===== config.mk =====
export PLATFORM = sky130hd
export DESIGN_NAME = asrp_host_ctrl
export DESIGN_NICKNAME = d
export VERILOG_FILES = /design/src/asrp_pkg.sv /design/src/asrp_wait_timer.sv /design/src/asrp_host_ctrl.sv
export SDC_FILE = /design/constraint.sdc
export NUM_CORES = 1
export LEC_CHECK = 0
export ABC_AREA = 1
export BUFFER_PORTS_ARGS = -buffer_cell sky130_fd_sc_hd__buf_2
export CAP_MARGIN = 20
export CORE_AREA = 2 2 88 90
export DETAILED_ROUTE_END_ITERATION = 8
export DIE_AREA = 0 0 90 92
export GPL_ROUTABILITY_DRIVEN = 1
export MAX_ROUTING_LAYER = met4
export PLACE_DENSITY = 0.83
export SYNTH_ARGS = -nofsm -noshare
export SYNTH_HDL_FRONTEND = slang
export SYNTH_HIERARCHICAL = 1
export SYNTH_SLANG_ARGS = --single-unit

===== constraint.sdc =====
create_clock -name core_clk -period 2.8 [get_ports core_clk]
set_clock_uncertainty 0.15 [all_clocks]
set_input_delay 0 -clock core_clk [delete_from_list [all_inputs] [get_ports core_clk]]
set_output_delay 0 -clock core_clk [all_outputs]
set_load 0.005 [all_outputs]

===== src/asrp_pkg.sv =====
//--------------------------------------------------------------
// Shared constants for the SRAM port controller
//--------------------------------------------------------------
package asrp_pkg;

	//----------------------------------------------------------
	// Widths
	//----------------------------------------------------------
	localparam int ADDR_W = 18; // Word address width
	localparam int DATA_W = 16; // Data bus width
	localparam int LANE_W = 2; // Byte lanes
	localparam int TMR_W = 4; // Wait counter width
	localparam int SYNC_STAGES = 2; // Input synchroniser depth

	//----------------------------------------------------------
	// Timing, slowest grade, in ns
	//----------------------------------------------------------
	localparam int CLK_PERIOD_NS = 100; // Core clock period
	localparam int WRITE_PULSE_NS = 55; // Write-active overlap
	localparam int WRITE_CYCLE_TIME_NS = 70; // Write spacing
	localparam int SELECT_TO_END_NS = 60; // Select before end
	localparam int DATA_SETUP_TIME_NS = 30; // Data before end
	localparam int READ_CYCLE_TIME_NS = 70; // Read spacing
	localparam int ADDRESS_ACCESS_TIME_NS = 70; // Address access
	localparam int OE_ACCESS_NS = 35; // Output enable access
	localparam int RETENTION_RECOVERY_TIME_NS = 70; // Equal to read cycle

	//----------------------------------------------------------
	// Cycle counts, least times rounded up, never below one
	//----------------------------------------------------------
	localparam int WP_CYC = (WRITE_PULSE_NS + CLK_PERIOD_NS - 1)
		/ CLK_PERIOD_NS < 1 ? 1 : (WRITE_PULSE_NS + CLK_PERIOD_NS - 1)
		/ CLK_PERIOD_NS;
	localparam int ACC_NS = ADDRESS_ACCESS_TIME_NS > OE_ACCESS_NS ?
		ADDRESS_ACCESS_TIME_NS : OE_ACCESS_NS;
	localparam int ACC_CYC = (ACC_NS + CLK_PERIOD_NS - 1)
		/ CLK_PERIOD_NS < 1 ? 1 : (ACC_NS + CLK_PERIOD_NS - 1)
		/ CLK_PERIOD_NS;
	localparam int RD_HOLD_CYC = ACC_CYC + SYNC_STAGES; // Pins held
	localparam int RDR_CYC = (RETENTION_RECOVERY_TIME_NS
		+ CLK_PERIOD_NS - 1) / CLK_PERIOD_NS < 1 ? 1 :
		(RETENTION_RECOVERY_TIME_NS + CLK_PERIOD_NS - 1)
		/ CLK_PERIOD_NS;

	//----------------------------------------------------------
	// Pin levels
	//----------------------------------------------------------
	localparam logic PIN_LOW = 1'b0; // Driven low
	localparam logic PIN_HIGH = 1'b1; // Driven high
	localparam logic [LANE_W-1:0] LANES_OFF = 2'h3; // Both disabled
	localparam logic [LANE_W-1:0] LANES_ALL = 2'h0; // Both enabled
	localparam logic [LANE_W-1:0] OE_NONE = 2'h0; // Bus released
	localparam logic [LANE_W-1:0] OE_ALL = 2'h3; // Bus driven

	//----------------------------------------------------------
	// Controller states
	//----------------------------------------------------------
	typedef enum logic [2:0] {
		ST_IDLE,
		ST_WR_SETUP,
		ST_WR_PULSE,
		ST_WR_HOLD,
		ST_RD_ACCESS,
		ST_RD_TURN,
		ST_RETAIN,
		ST_RECOVER
	} asrp_state_type;

endpackage : asrp_pkg


===== src/asrp_wait_timer.sv =====
`timescale 1ns/1ps
//--------------------------------------------------------------
// Loadable down counter, done when it reaches zero
//--------------------------------------------------------------
module asrp_wait_timer #(
	parameter int WIDTH = 4
) (
	// Clock and reset
	input wire logic core_clk,
	input wire logic rst_n,
	// Control
	input wire logic load,
	input wire logic [WIDTH-1:0] load_value,
	// Status
	output logic done
);

	logic [WIDTH-1:0] count_r; // Remaining cycles

	// Load wins, otherwise count down to zero
	always_ff @(posedge core_clk or negedge rst_n) begin
		if (!rst_n) begin
			count_r <= '0;
		end else if (load) begin
			count_r <= load_value;
		end else if (count_r != '0) begin
			count_r <= count_r - WIDTH'(1);
		end
	end

	// Zero means the wait has elapsed
	assign done = (count_r == '0);

endmodule : asrp_wait_timer


===== src/asrp_host_ctrl.sv =====
`timescale 1ns/1ps
// Notes on behaviour
// - Write spans overlap of both selects, WE
// - Write overlap at least 55 ns
// - Writes spaced at least 70 ns
// - Select, address, lanes 60 ns before end
// - Address valid at write start
// - Address stable until write ends
// - Data valid 30 ns before end, held after
// - Reads spaced at least 70 ns
// - Deselect around retention, recover one read cycle
module asrp_host_ctrl (
	// Clock and reset
	input wire logic core_clk,
	input wire logic rst_n,
	// User request
	input wire logic req_valid,
	input wire logic req_write,
	input wire logic [asrp_pkg::ADDR_W-1:0] req_addr,
	input wire logic [asrp_pkg::DATA_W-1:0] req_wdata,
	input wire logic [asrp_pkg::LANE_W-1:0] req_lane_en,
	output logic req_ready,
	// User response
	output logic rsp_valid,
	output logic [asrp_pkg::DATA_W-1:0] rsp_rdata,
	// Retention control
	input wire logic retention_req,
	output logic retention_active,
	// SRAM pins
	output logic chip_select_low_active,
	output logic chip_select_high_active,
	output logic output_enable_n,
	output logic write_enable_n,
	output logic lower_lane_enable_n,
	output logic upper_lane_enable_n,
	output logic [asrp_pkg::ADDR_W-1:0] word_address,
	output logic [asrp_pkg::DATA_W-1:0] data_bus_out,
	output logic [asrp_pkg::DATA_W-1:0] data_bus_oe,
	input wire logic [asrp_pkg::DATA_W-1:0] data_bus_in
);

	//----------------------------------------------------------
	// Declarations
	//----------------------------------------------------------
	asrp_pkg::asrp_state_type state_r; // Current state
	asrp_pkg::asrp_state_type state_nxt; // Next state
	logic [asrp_pkg::DATA_W-1:0] sync1_r; // First sync stage
	logic [asrp_pkg::DATA_W-1:0] sync2_r; // Second sync stage
	logic [asrp_pkg::LANE_W-1:0] lanes_n_r; // Lane enables, low on
	logic [asrp_pkg::LANE_W-1:0] lanes_req_n; // Requested lanes
	logic [asrp_pkg::LANE_W-1:0] bus_oe_r; // Per-lane drive
	logic take_req; // Request accepted
	logic tmr_load; // Restart wait timer
	logic [asrp_pkg::TMR_W-1:0] tmr_value; // Wait length minus one
	logic tmr_done; // Wait elapsed

	//----------------------------------------------------------
	// Request acceptance
	//----------------------------------------------------------
	// A request beats a pending retention entry
	assign take_req = req_valid && req_ready && (state_r == asrp_pkg::ST_IDLE);
	// No lane asked for is taken as a full word
	assign lanes_req_n = (req_lane_en == '0) ? asrp_pkg::LANES_ALL :
		~req_lane_en;

	//----------------------------------------------------------
	// Next state
	//----------------------------------------------------------
	always_comb begin
		state_nxt = state_r;
		tmr_load = 1'b0;
		tmr_value = '0;
		case (state_r)
			asrp_pkg::ST_IDLE: begin
				if (take_req && req_write) begin
					state_nxt = asrp_pkg::ST_WR_SETUP;
				end else if (take_req) begin
					// Wait covers access plus the synchroniser
					state_nxt = asrp_pkg::ST_RD_ACCESS;
					tmr_load = 1'b1;
					tmr_value = asrp_pkg::TMR_W'(asrp_pkg::RD_HOLD_CYC - 1);
				end else if (retention_req) begin
					state_nxt = asrp_pkg::ST_RETAIN;
				end
			end
			asrp_pkg::ST_WR_SETUP: begin
				// Address and data settled, now open the pulse
				state_nxt = asrp_pkg::ST_WR_PULSE;
				tmr_load = 1'b1;
				tmr_value = asrp_pkg::TMR_W'(asrp_pkg::WP_CYC - 1);
			end
			asrp_pkg::ST_WR_PULSE: begin
				if (tmr_done) begin
					state_nxt = asrp_pkg::ST_WR_HOLD;
				end
			end
			asrp_pkg::ST_WR_HOLD: begin
				state_nxt = asrp_pkg::ST_IDLE;
			end
			asrp_pkg::ST_RD_ACCESS: begin
				if (tmr_done) begin
					state_nxt = asrp_pkg::ST_RD_TURN;
				end
			end
			asrp_pkg::ST_RD_TURN: begin
				// Device lets go of the bus during this cycle
				state_nxt = asrp_pkg::ST_IDLE;
			end
			asrp_pkg::ST_RETAIN: begin
				if (!retention_req) begin
					state_nxt = asrp_pkg::ST_RECOVER;
					tmr_load = 1'b1;
					tmr_value = asrp_pkg::TMR_W'(asrp_pkg::RDR_CYC - 1);
				end
			end
			asrp_pkg::ST_RECOVER: begin
				if (tmr_done) begin
					state_nxt = asrp_pkg::ST_IDLE;
				end
			end
			default: begin
				state_nxt = asrp_pkg::ST_IDLE;
			end
		endcase
	end

	// Shared wait timer
	asrp_wait_timer #(
		.WIDTH(asrp_pkg::TMR_W)
	) u_timer (
		.core_clk(core_clk),
		.rst_n(rst_n),
		.load(tmr_load),
		.load_value(tmr_value),
		.done(tmr_done)
	);

	//----------------------------------------------------------
	// State and handshake registers
	//----------------------------------------------------------
	// State register
	always_ff @(posedge core_clk or negedge rst_n) begin
		if (!rst_n) begin
			state_r <= asrp_pkg::ST_IDLE;
		end else begin
			state_r <= state_nxt;
		end
	end

	// Ready only for a cycle spent in idle
	always_ff @(posedge core_clk or negedge rst_n) begin
		if (!rst_n) begin
			req_ready <= 1'b0;
		end else begin
			req_ready <= (state_nxt == asrp_pkg::ST_IDLE);
		end
	end

	// Retention flag follows the retain state
	always_ff @(posedge core_clk or negedge rst_n) begin
		if (!rst_n) begin
			retention_active <= 1'b0;
		end else begin
			retention_active <= (state_nxt == asrp_pkg::ST_RETAIN);
		end
	end

	//----------------------------------------------------------
	// Pin registers
	//----------------------------------------------------------
	// Both selects active only inside an access
	always_ff @(posedge core_clk or negedge rst_n) begin
		if (!rst_n) begin
			chip_select_low_active <= asrp_pkg::PIN_HIGH;
			chip_select_high_active <= asrp_pkg::PIN_LOW;
		end else if (state_nxt == asrp_pkg::ST_IDLE ||
			state_nxt == asrp_pkg::ST_RD_TURN ||
			state_nxt == asrp_pkg::ST_RETAIN ||
			state_nxt == asrp_pkg::ST_RECOVER) begin
			chip_select_low_active <= asrp_pkg::PIN_HIGH;
			chip_select_high_active <= asrp_pkg::PIN_LOW;
		end else begin
			chip_select_low_active <= asrp_pkg::PIN_LOW;
			chip_select_high_active <= asrp_pkg::PIN_HIGH;
		end
	end

	// Write enable low only in the pulse state
	always_ff @(posedge core_clk or negedge rst_n) begin
		if (!rst_n) begin
			write_enable_n <= asrp_pkg::PIN_HIGH;
		end else begin
			write_enable_n <= (state_nxt != asrp_pkg::ST_WR_PULSE);
		end
	end

	// Output enable low only while reading
	always_ff @(posedge core_clk or negedge rst_n) begin
		if (!rst_n) begin
			output_enable_n <= asrp_pkg::PIN_HIGH;
		end else begin
			output_enable_n <= (state_nxt != asrp_pkg::ST_RD_ACCESS);
		end
	end

	// Address and lanes latched on acceptance, held through
	always_ff @(posedge core_clk or negedge rst_n) begin
		if (!rst_n) begin
			word_address <= '0;
			lanes_n_r <= asrp_pkg::LANES_OFF;
		end else if (take_req) begin
			word_address <= req_addr;
			lanes_n_r <= lanes_req_n;
		end else if (state_nxt == asrp_pkg::ST_IDLE ||
			state_nxt == asrp_pkg::ST_RETAIN ||
			state_nxt == asrp_pkg::ST_RECOVER) begin
			lanes_n_r <= asrp_pkg::LANES_OFF;
		end
	end
	assign lower_lane_enable_n = lanes_n_r[0];
	assign upper_lane_enable_n = lanes_n_r[1];

	// Write data driven from setup through hold
	always_ff @(posedge core_clk or negedge rst_n) begin
		if (!rst_n) begin
			data_bus_out <= '0;
			bus_oe_r <= asrp_pkg::OE_NONE;
		end else if (take_req && req_write) begin
			data_bus_out <= req_wdata;
			bus_oe_r <= asrp_pkg::OE_ALL;
		end else if (state_nxt == asrp_pkg::ST_IDLE ||
			state_nxt == asrp_pkg::ST_RD_ACCESS) begin
			bus_oe_r <= asrp_pkg::OE_NONE;
		end
	end
	assign data_bus_oe = {{8{bus_oe_r[1]}}, {8{bus_oe_r[0]}}};

	//----------------------------------------------------------
	// Read data path
	//----------------------------------------------------------
	// Two-stage synchroniser on the bus pins
	always_ff @(posedge core_clk or negedge rst_n) begin
		if (!rst_n) begin
			sync1_r <= '0;
			sync2_r <= '0;
		end else begin
			sync1_r <= data_bus_in;
			sync2_r <= sync1_r;
		end
	end

	// Capture at the end of the access, disabled lanes zero
	always_ff @(posedge core_clk or negedge rst_n) begin
		if (!rst_n) begin
			rsp_valid <= 1'b0;
			rsp_rdata <= '0;
		end else if (state_r == asrp_pkg::ST_RD_ACCESS && tmr_done) begin
			rsp_valid <= 1'b1;
			rsp_rdata <= sync2_r & {{8{~lanes_n_r[1]}}, {8{~lanes_n_r[0]}}};
		end else begin
			rsp_valid <= 1'b0;
		end
	end
endmodule : asrp_host_ctrl


# Yosys cells after proc, flatten, opt, wreduce, memory -nomap -nowiden
# Cells that the tools add are included.
dict set report classes {
  add_sub_neg 1
  n_eq_ne 13
  mux 25
  n_bitwise 4
  reduce_logical 19
}
# operator count
set op_table {}
lappend op_table {{== test 3 bit, second input constant} 8}
lappend op_table {{2-to-1 mux 3 bit} 7}
lappend op_table {{case mux 3 bit (7 select lines)} 1}
lappend op_table {{AND 16 bit} 1}
lappend op_table {{2-to-1 mux 2 bit} 7}
lappend op_table {{2-to-1 mux 4 bit} 3}
lappend op_table {{== test 3 x 2 -> 1 bit, second input constant} 2}
lappend op_table {{logical NOT 3 bit} 2}
lappend op_table {{logical OR 1 bit} 6}
lappend op_table {{2-to-1 mux 1 bit} 6}
lappend op_table {{nonzero test 2 bit} 3}
lappend op_table {{logical AND 1 bit} 4}
lappend op_table {{logical NOT 4 bit} 1}
lappend op_table {{nonzero test 4 bit} 1}
lappend op_table {{subtractor 4 x 1 -> 4 bit, second input constant} 1}
lappend op_table {{== test 3 x 1 -> 1 bit, second input constant} 1}
lappend op_table {{inequality test 3 x 2 -> 1 bit, second input constant} 1}
lappend op_table {{inequality test 3 bit, second input constant} 1}
lappend op_table {{case mux 1 bit (3 select lines)} 1}
lappend op_table {{logical NOT 2 bit} 1}
lappend op_table {{NOT 1 bit} 2}
lappend op_table {{NOT 2 bit} 1}
lappend op_table {{OR reduction 2 bit} 1}
dict set report totals {
  ff_bits 100
  inputBits 57
  out_inout_bits 75
  elab_cells 78
}

# Depth between registers and ports, before layout
dict set report logic_depth {
  ltp_word 10
  depth_mapped 15
  mapped_depth_nobuf 15
}

# By module
# The synthesis kept the hierarchy.
# module n_inst cells_per_inst area_each_um2
set modules_own_cells {}
lappend modules_own_cells {asrp_host_ctrl 1 344 3570.9}
lappend modules_own_cells {asrp_wait_timer 1 34 242.7}

# Worst setup path before layout
# Ideal clock, no wire load.
dict set report synth_path {
  kind {register to register}
  startpoint {register state_r[2]}
  endpoint {register u_timer.count_r[3]}
  arrival_time_ns 1.553
  path_slack_ns 0.981
  path_stages_with_launch 11
  period_less_slack_ns 1.819
  cell_sequence {dfrtp_1 > nor2_2 > nand3_4 > buf_2 > nor2_1 > a211o_1 > inv_1 > nand2_1 > inv_1 > nand2_1 > nand2_1}
}
dict set report synth_via {
  elab_chain_cells 6
  word_cells_on_any_way 10
  cone_classes {eq/ne: 2; mux: 4; reduce/logical: 4}
}
# item line_no
set synth_rtl {}
lappend synth_rtl {{start, declared} asrp_host_ctrl.sv:45} ;# asrp_pkg::asrp_state_type state_r;
lappend synth_rtl {{start signal, assigned} asrp_host_ctrl.sv:144} ;# state_r <= asrp_pkg::ST_IDLE;
lappend synth_rtl {{start signal, assigned} asrp_host_ctrl.sv:146} ;# state_r <= state_nxt;
lappend synth_rtl {{logical NOT 3 bit} {asrp_host_ctrl.sv:61, asrp_host_ctrl.sv:73}}
lappend synth_rtl {{logical AND 1 bit} asrp_host_ctrl.sv:61} ;# assign take_req = req_valid && req_ready && (state_r == asrp_pkg::ST_IDLE);
lappend synth_rtl {{2-to-1 mux 1 bit / logical AND 1 bit (equally long branches)} {asrp_host_ctrl.sv:77, asrp_host_ctrl.sv:75}}
lappend synth_rtl {{2-to-1 mux 1 bit} asrp_host_ctrl.sv:75} ;# if (take_req && req_write) begin
lappend synth_rtl {{case mux 1 bit (3 select lines) *} asrp_host_ctrl.sv:73} ;# case (state_r)
lappend synth_rtl {{via tmr_load} asrp_host_ctrl.sv:53} ;# logic tmr_load;
lappend synth_rtl {{2-to-1 mux 4 bit / nonzero test 2 bit (equally long branches)} --}
lappend synth_rtl {{end signal, assigned} asrp_wait_timer.sv:25} ;# count_r <= load_value;
lappend synth_rtl {{end signal, assigned} asrp_wait_timer.sv:27} ;# count_r <= count_r - WIDTH'(1);
lappend synth_rtl {{end, declared} asrp_wait_timer.sv:18} ;# logic [WIDTH-1:0] count_r;
# The timed path passes the listed nets; every way through them passes the cells marked *.
# A chain may end at the register's enable or synchronous reset.

# Worst setup path in the final report
dict set report layout_path {
  startpoint {register state_r[2]}
  endpoint {register lanes_n_r[1] in the netlist's numbering}
}
dict set report layout_via {
  elab_chain_cells 9
  word_cells_on_any_way 26
  cone_classes {eq/ne: 9; mux: 9; reduce/logical: 8}
}
# item line_no
set layout_rtl {}
lappend layout_rtl {{logical NOT 3 bit} {asrp_host_ctrl.sv:61, asrp_host_ctrl.sv:73}}
lappend layout_rtl {{logical AND 1 bit} asrp_host_ctrl.sv:61}
lappend layout_rtl {{2-to-1 mux 3 bit / logical AND 1 bit (equally long branches)} {asrp_host_ctrl.sv:77, asrp_host_ctrl.sv:75}}
lappend layout_rtl {{2-to-1 mux 3 bit} asrp_host_ctrl.sv:75}
lappend layout_rtl {{case mux 3 bit (7 select lines)} asrp_host_ctrl.sv:73}
lappend layout_rtl {{== test 3 bit / logical NOT 3 bit (equally long branches)} {asrp_host_ctrl.sv:215, asrp_host_ctrl.sv:214}}
lappend layout_rtl {{logical OR 1 bit} asrp_host_ctrl.sv:214} ;# end else if (state_nxt == asrp_pkg::ST_IDLE ||
lappend layout_rtl {{logical OR 1 bit} asrp_host_ctrl.sv:215} ;# state_nxt == asrp_pkg::ST_RETAIN ||
lappend layout_rtl {{nonzero test 2 bit (no line)} --}
lappend layout_rtl {{end signal, assigned} asrp_host_ctrl.sv:210} ;# lanes_n_r <= asrp_pkg::LANES_OFF;
lappend layout_rtl {{end signal, assigned} asrp_host_ctrl.sv:213} ;# lanes_n_r <= lanes_req_n;
lappend layout_rtl {{end signal, assigned} asrp_host_ctrl.sv:217} ;# lanes_n_r <= asrp_pkg::LANES_OFF;
lappend layout_rtl {{end, declared} asrp_host_ctrl.sv:49} ;# logic [asrp_pkg::LANE_W-1:0] lanes_n_r;
# Several ways; a longest one is shown, not always the timed one.

==> metrics list <==
- Post-synthesis xor/xnor area fraction: 0.002297
* Crit path launch: state_r[2]
- The first detailed-routing pass ran for 5 iterations.
* Transition at the pin with the smallest max-transition slack: 0.7183 ns
- Vias in the first global route: 3333
- In this run the static leakage power is 2.949 nW.
* Cell area after technology mapping: 3814 um2
- Timing would allow up to 415.8 MHz.
- RSZ-0062 raised after global routing: no
- The design draws 4.692 mW.
- End point of the critical path: lanes_n_r[1]
* Cell depth of the worst flop-to-flop path: 7
- STA classifies the critical path endpoint as a register.
- Most utilized layer in the global route result: met2
- Part of the cycle the worst path needs: 0.8588
- Comb pwr share: 0.346
- Total number of vias: 3184
- Setup TNS Final: 0 ns
- Buffers inserted during clock tree synthesis total 9.
- DIE WIDTH: 90 um
- The net count of the finished layout is 615.
- CTS built an H-tree with a depth of 3.
- Of the cells placed in the final design, the portion with a size suffix greater than 1 is 0.3185.
- Measured along the y axis, the die boundary spans 92 um.
- No sink is reached through more buffers than the 2 on the longest clock path.
- Clk sinks: 99
- Clock tree from TritonCTS: built
- Power spread over the standard cell area amounts to 897.9 nW/um2.
- Summed over all layers, the global routing overflow is 0.
* Synth-to-Final Area Change: 37.01%
- Once layout is complete, the utilization of the core stands at 0.7016.
- In this run the worst hold path is classified as input pin to register.
- Counting the fill cells in the layout gives 538.
- In this run, distinct cell masters in the synthesized netlist total 28.
* DRC violation count after routing: 0
* Global-route usage over all layers: 0.2391
- Net switching power figure: 1.695 mW
- Entering global routing, the biggest net connects 60 pins.
- Largest fanout on the critical path: 24
- Total of buffers placed on input and output ports: 131
- Met3 Use GR: 0.04026
* Internal Pwr Total: 2.997 mW
- For this run, global-route usage on met2 was measured as 0.3947.
- After legalization and detailed placement, the total HPWL measured 5.659 mm.
- At the worst endpoint, the required time is 2.93 ns.
- Clock power frac: 0.194
- Register area: 2484 um2
- The compound-gate portion of the synthesized area is 0.03773.
- Once the clock tree was built, the setup fixing pass inserted 0 buffers.
- Arrival time of data at the critical path endpoint: 2.54 ns
- Cells after Synth: 378
- Final setup viols: 0
- Of the total synthesized cell area, the portion taken by AND, OR, NAND and NOR gates is 0.2365.
- Final wirelength: 9.096 mm
- The final-report hold violation count came to 0.
- Antenna violations before repair: 0
* Final GP Congestion: 0.8657
- Once the clock tree was built, the resizer swapped 0 gates to a different size.
- The worst register-to-register path begins at state_r[2].
* Clock-pin slew on the worst setup and hold paths: 0.10 ns
- Sequential cell area fraction in the yosys report: 0.6512
* Post-synthesis mux area share: 0
- During synthesis, Yosys emitted a total of 6 warnings.
- The first global-routing pass estimated 15.39 mm of wire.
- Minimum period implied by the final worst setup slack: 2.405 ns
- The worst pin sits at a relative slew slack of 0.5211.
* Power share of the sequential group: 0.460
* Max-slew violations: 0
- The tree is rooted in a sky130_fd_sc_hd__clkbuf_8.
- The average instance in the mapped netlist occupies 10.09 um2.
- Total die area: 8280 um2
- Multi-input combinational cell area: 1079 um2
* Initial Util: 0.5121
- Maximum ir drop on the vdd rail: 0.4408 mV
* Outcome: complete, no violations
- Reported max-cap violation count: 0
* Cell Rows: 32
- Once detail routing completed, the nets flagged for antenna violations numbered 0.
* Register-to-register setup slack: 0.40 ns
- STA classifies the critical path startpoint as a register.
- Of the total power, the share spent switching nets is 0.3613.
* Core area: 7447 um2
- Category of the most critical setup path: register to register
- At the later pin of the worst-skew pair, clock insertion delay measures 0.35 ns.
* Starting DRT DRC Count: 120
* Largest family of logic cells by synthesized area: simple AND/OR/NAND/NOR gates
- Adder-cell area share of the yosys netlist: 0.003281
* Diodes inserted: 0
* Total of hold buffers inserted after clock tree synthesis: 55
- In this run, synthesis produced a sequential element count of 99.
- Avg Vias per Cell: 4.795
- IO Count: 132
- Worst Hold Depth: 7
- Routed length per placed instance: 13.70 um
- For met1 alone, demand over resource in global routing was 0.2928.
- Destination of the worst register-to-register timing path: lanes_n_r[1]
==> layer usage <==
metal | part of all wire | wire length [um]
met3 | 0.051 | 465
met4 | 0.026 | 241
met1 | 0.41 | 3723
met2 | 0.51 | 4665
met5 | 0 | 0
==> worst max-delay path: stages, from the launching register on <==
cell                            delay, ns
sky130_fd_sc_hd__dfrtp_1             0.47
sky130_fd_sc_hd__nor2_2              0.26
sky130_fd_sc_hd__nand3_4             0.31
sky130_fd_sc_hd__inv_1               0.29
sky130_fd_sc_hd__o21ai_0             0.14
sky130_fd_sc_hd__dlygate4sd3_1       0.58
sky130_fd_sc_hd__nand2_1             0.07
sky130_fd_sc_hd__nand2_1             0.05
==> sequential cells by signal, summed over array words and instances, names as in the netlist <==
name	flops
word_address	18
rsp_valid	1
lanes_n_r	2
write_enable_n	1
bus_oe_r	1
data_bus_out	16
sync1_r	16
sync2_r	16
rsp_rdata	16
req_ready	1
chip_select_low_active	1
output_enable_n	1
u_timer/count_r	4
retention_active	1
chip_select_high_active	1
state_r	3
==> per-stage QoR <==
step,setup WS [ns],hold slack [ns],area [um2],instances
after global placement,0.8193,-0.05522,4474,593
after detailed placement,0.6930,-0.04458,4474,593
after floorplan,0.9808,-0.4456,3821,380
after global routing,0.1845,0.06558,5225,664
final,0.3952,0.06675,5225,664
after CTS,0.3546,0.03823,5225,664
==> cell usage after synthesis (all sizes together) <==
master	count	area [um2]
a211o	1	8.760
a21oi	3	15.01
buf	21	151.4
clkbuf	3	11.26
clkinv	1	3.750
conb	1	3.750
dfrtp	94	2352
dfstp	5	131.4
ha	1	12.51
inv	24	92.60
nand2	158	623.1
nand3	26	170.2
nor2	14	103.9
nor3	1	5.000
o21ai	24	120.1
xnor2	1	8.760
==> cells by family (layout without fill, tap and decap cells) <==
logic type               Yosys count  count (layout)
adder cells (fa/ha/maj)            1               1
AO/OA/AOI/OAI                     28              28
other                              1               3
XOR/XNOR                           1               1
AND/OR/NAND/NOR                  199             199
flip-flops                        99              99
buffers and inverters             49             231
==> area by class of cell <==
cell class,count,area share
clock buffer,9,0.02371
clock inverter,7,0.01461
inverter,25,0.01844
multi-input combinational,232,0.2064
sequential,99,0.4753
tap,102,0.02443
timing repair buffer,190,0.2371
==> worst min path at each step <==
stage	from	to	slack, ns
after global routing	retention_req	state_r[2]	0.07
after global placement	rst_n	sync2_r[14]	-0.06
final	retention_req	state_r[2]	0.07
after floorplan	rst_n	bus_oe_r[0]	-0.45
after CTS	retention_req	state_r[2]	0.04
after detailed placement	rst_n	sync1_r[7]	-0.04
==> power groups by stage <==
stage                     clock (mW)  combinational (mW)  sequential [mW]
after floorplan                    0               0.909             2.17
after global placement             0                1.48             2.16
after detailed placement           0                1.55             2.17
after CTS                      0.934                1.60             2.15
after global routing           0.990                1.82             2.22
final                          0.910                1.62             2.16
==> placed cells by master (no fill, tap or decap) <==
cell,n
sky130_fd_sc_hd__dfrtp_1,94
sky130_fd_sc_hd__dlygate4sd3_1,55
sky130_fd_sc_hd__conb_1,3
sky130_fd_sc_hd__nor3_1,1
sky130_fd_sc_hd__clkinv_2,1
sky130_fd_sc_hd__o21ai_0,23
sky130_fd_sc_hd__inv_2,2
sky130_fd_sc_hd__nand2_4,2
sky130_fd_sc_hd__nor2_8,1
sky130_fd_sc_hd__o21ai_1,1
sky130_fd_sc_hd__a21oi_1,3
sky130_fd_sc_hd__inv_6,1
sky130_fd_sc_hd__clkbuf_8,9
sky130_fd_sc_hd__inv_1,21
sky130_fd_sc_hd__nor2_1,7
sky130_fd_sc_hd__nand3_4,2
sky130_fd_sc_hd__xnor2_1,1
sky130_fd_sc_hd__nand2_2,6
sky130_fd_sc_hd__nand3_2,3
sky130_fd_sc_hd__nand3_1,21
sky130_fd_sc_hd__buf_4,5
sky130_fd_sc_hd__ha_1,1
sky130_fd_sc_hd__nand2_1,150
sky130_fd_sc_hd__nor2_2,2
sky130_fd_sc_hd__dfstp_2,5
sky130_fd_sc_hd__bufinv_16,1
sky130_fd_sc_hd__buf_2,130
sky130_fd_sc_hd__a211o_1,1
sky130_fd_sc_hd__clkinv_1,1
sky130_fd_sc_hd__inv_4,1
sky130_fd_sc_hd__clkinv_4,2
sky130_fd_sc_hd__nor2_4,4
sky130_fd_sc_hd__clkinvlp_4,2
(Power assumes the default switching activity.)
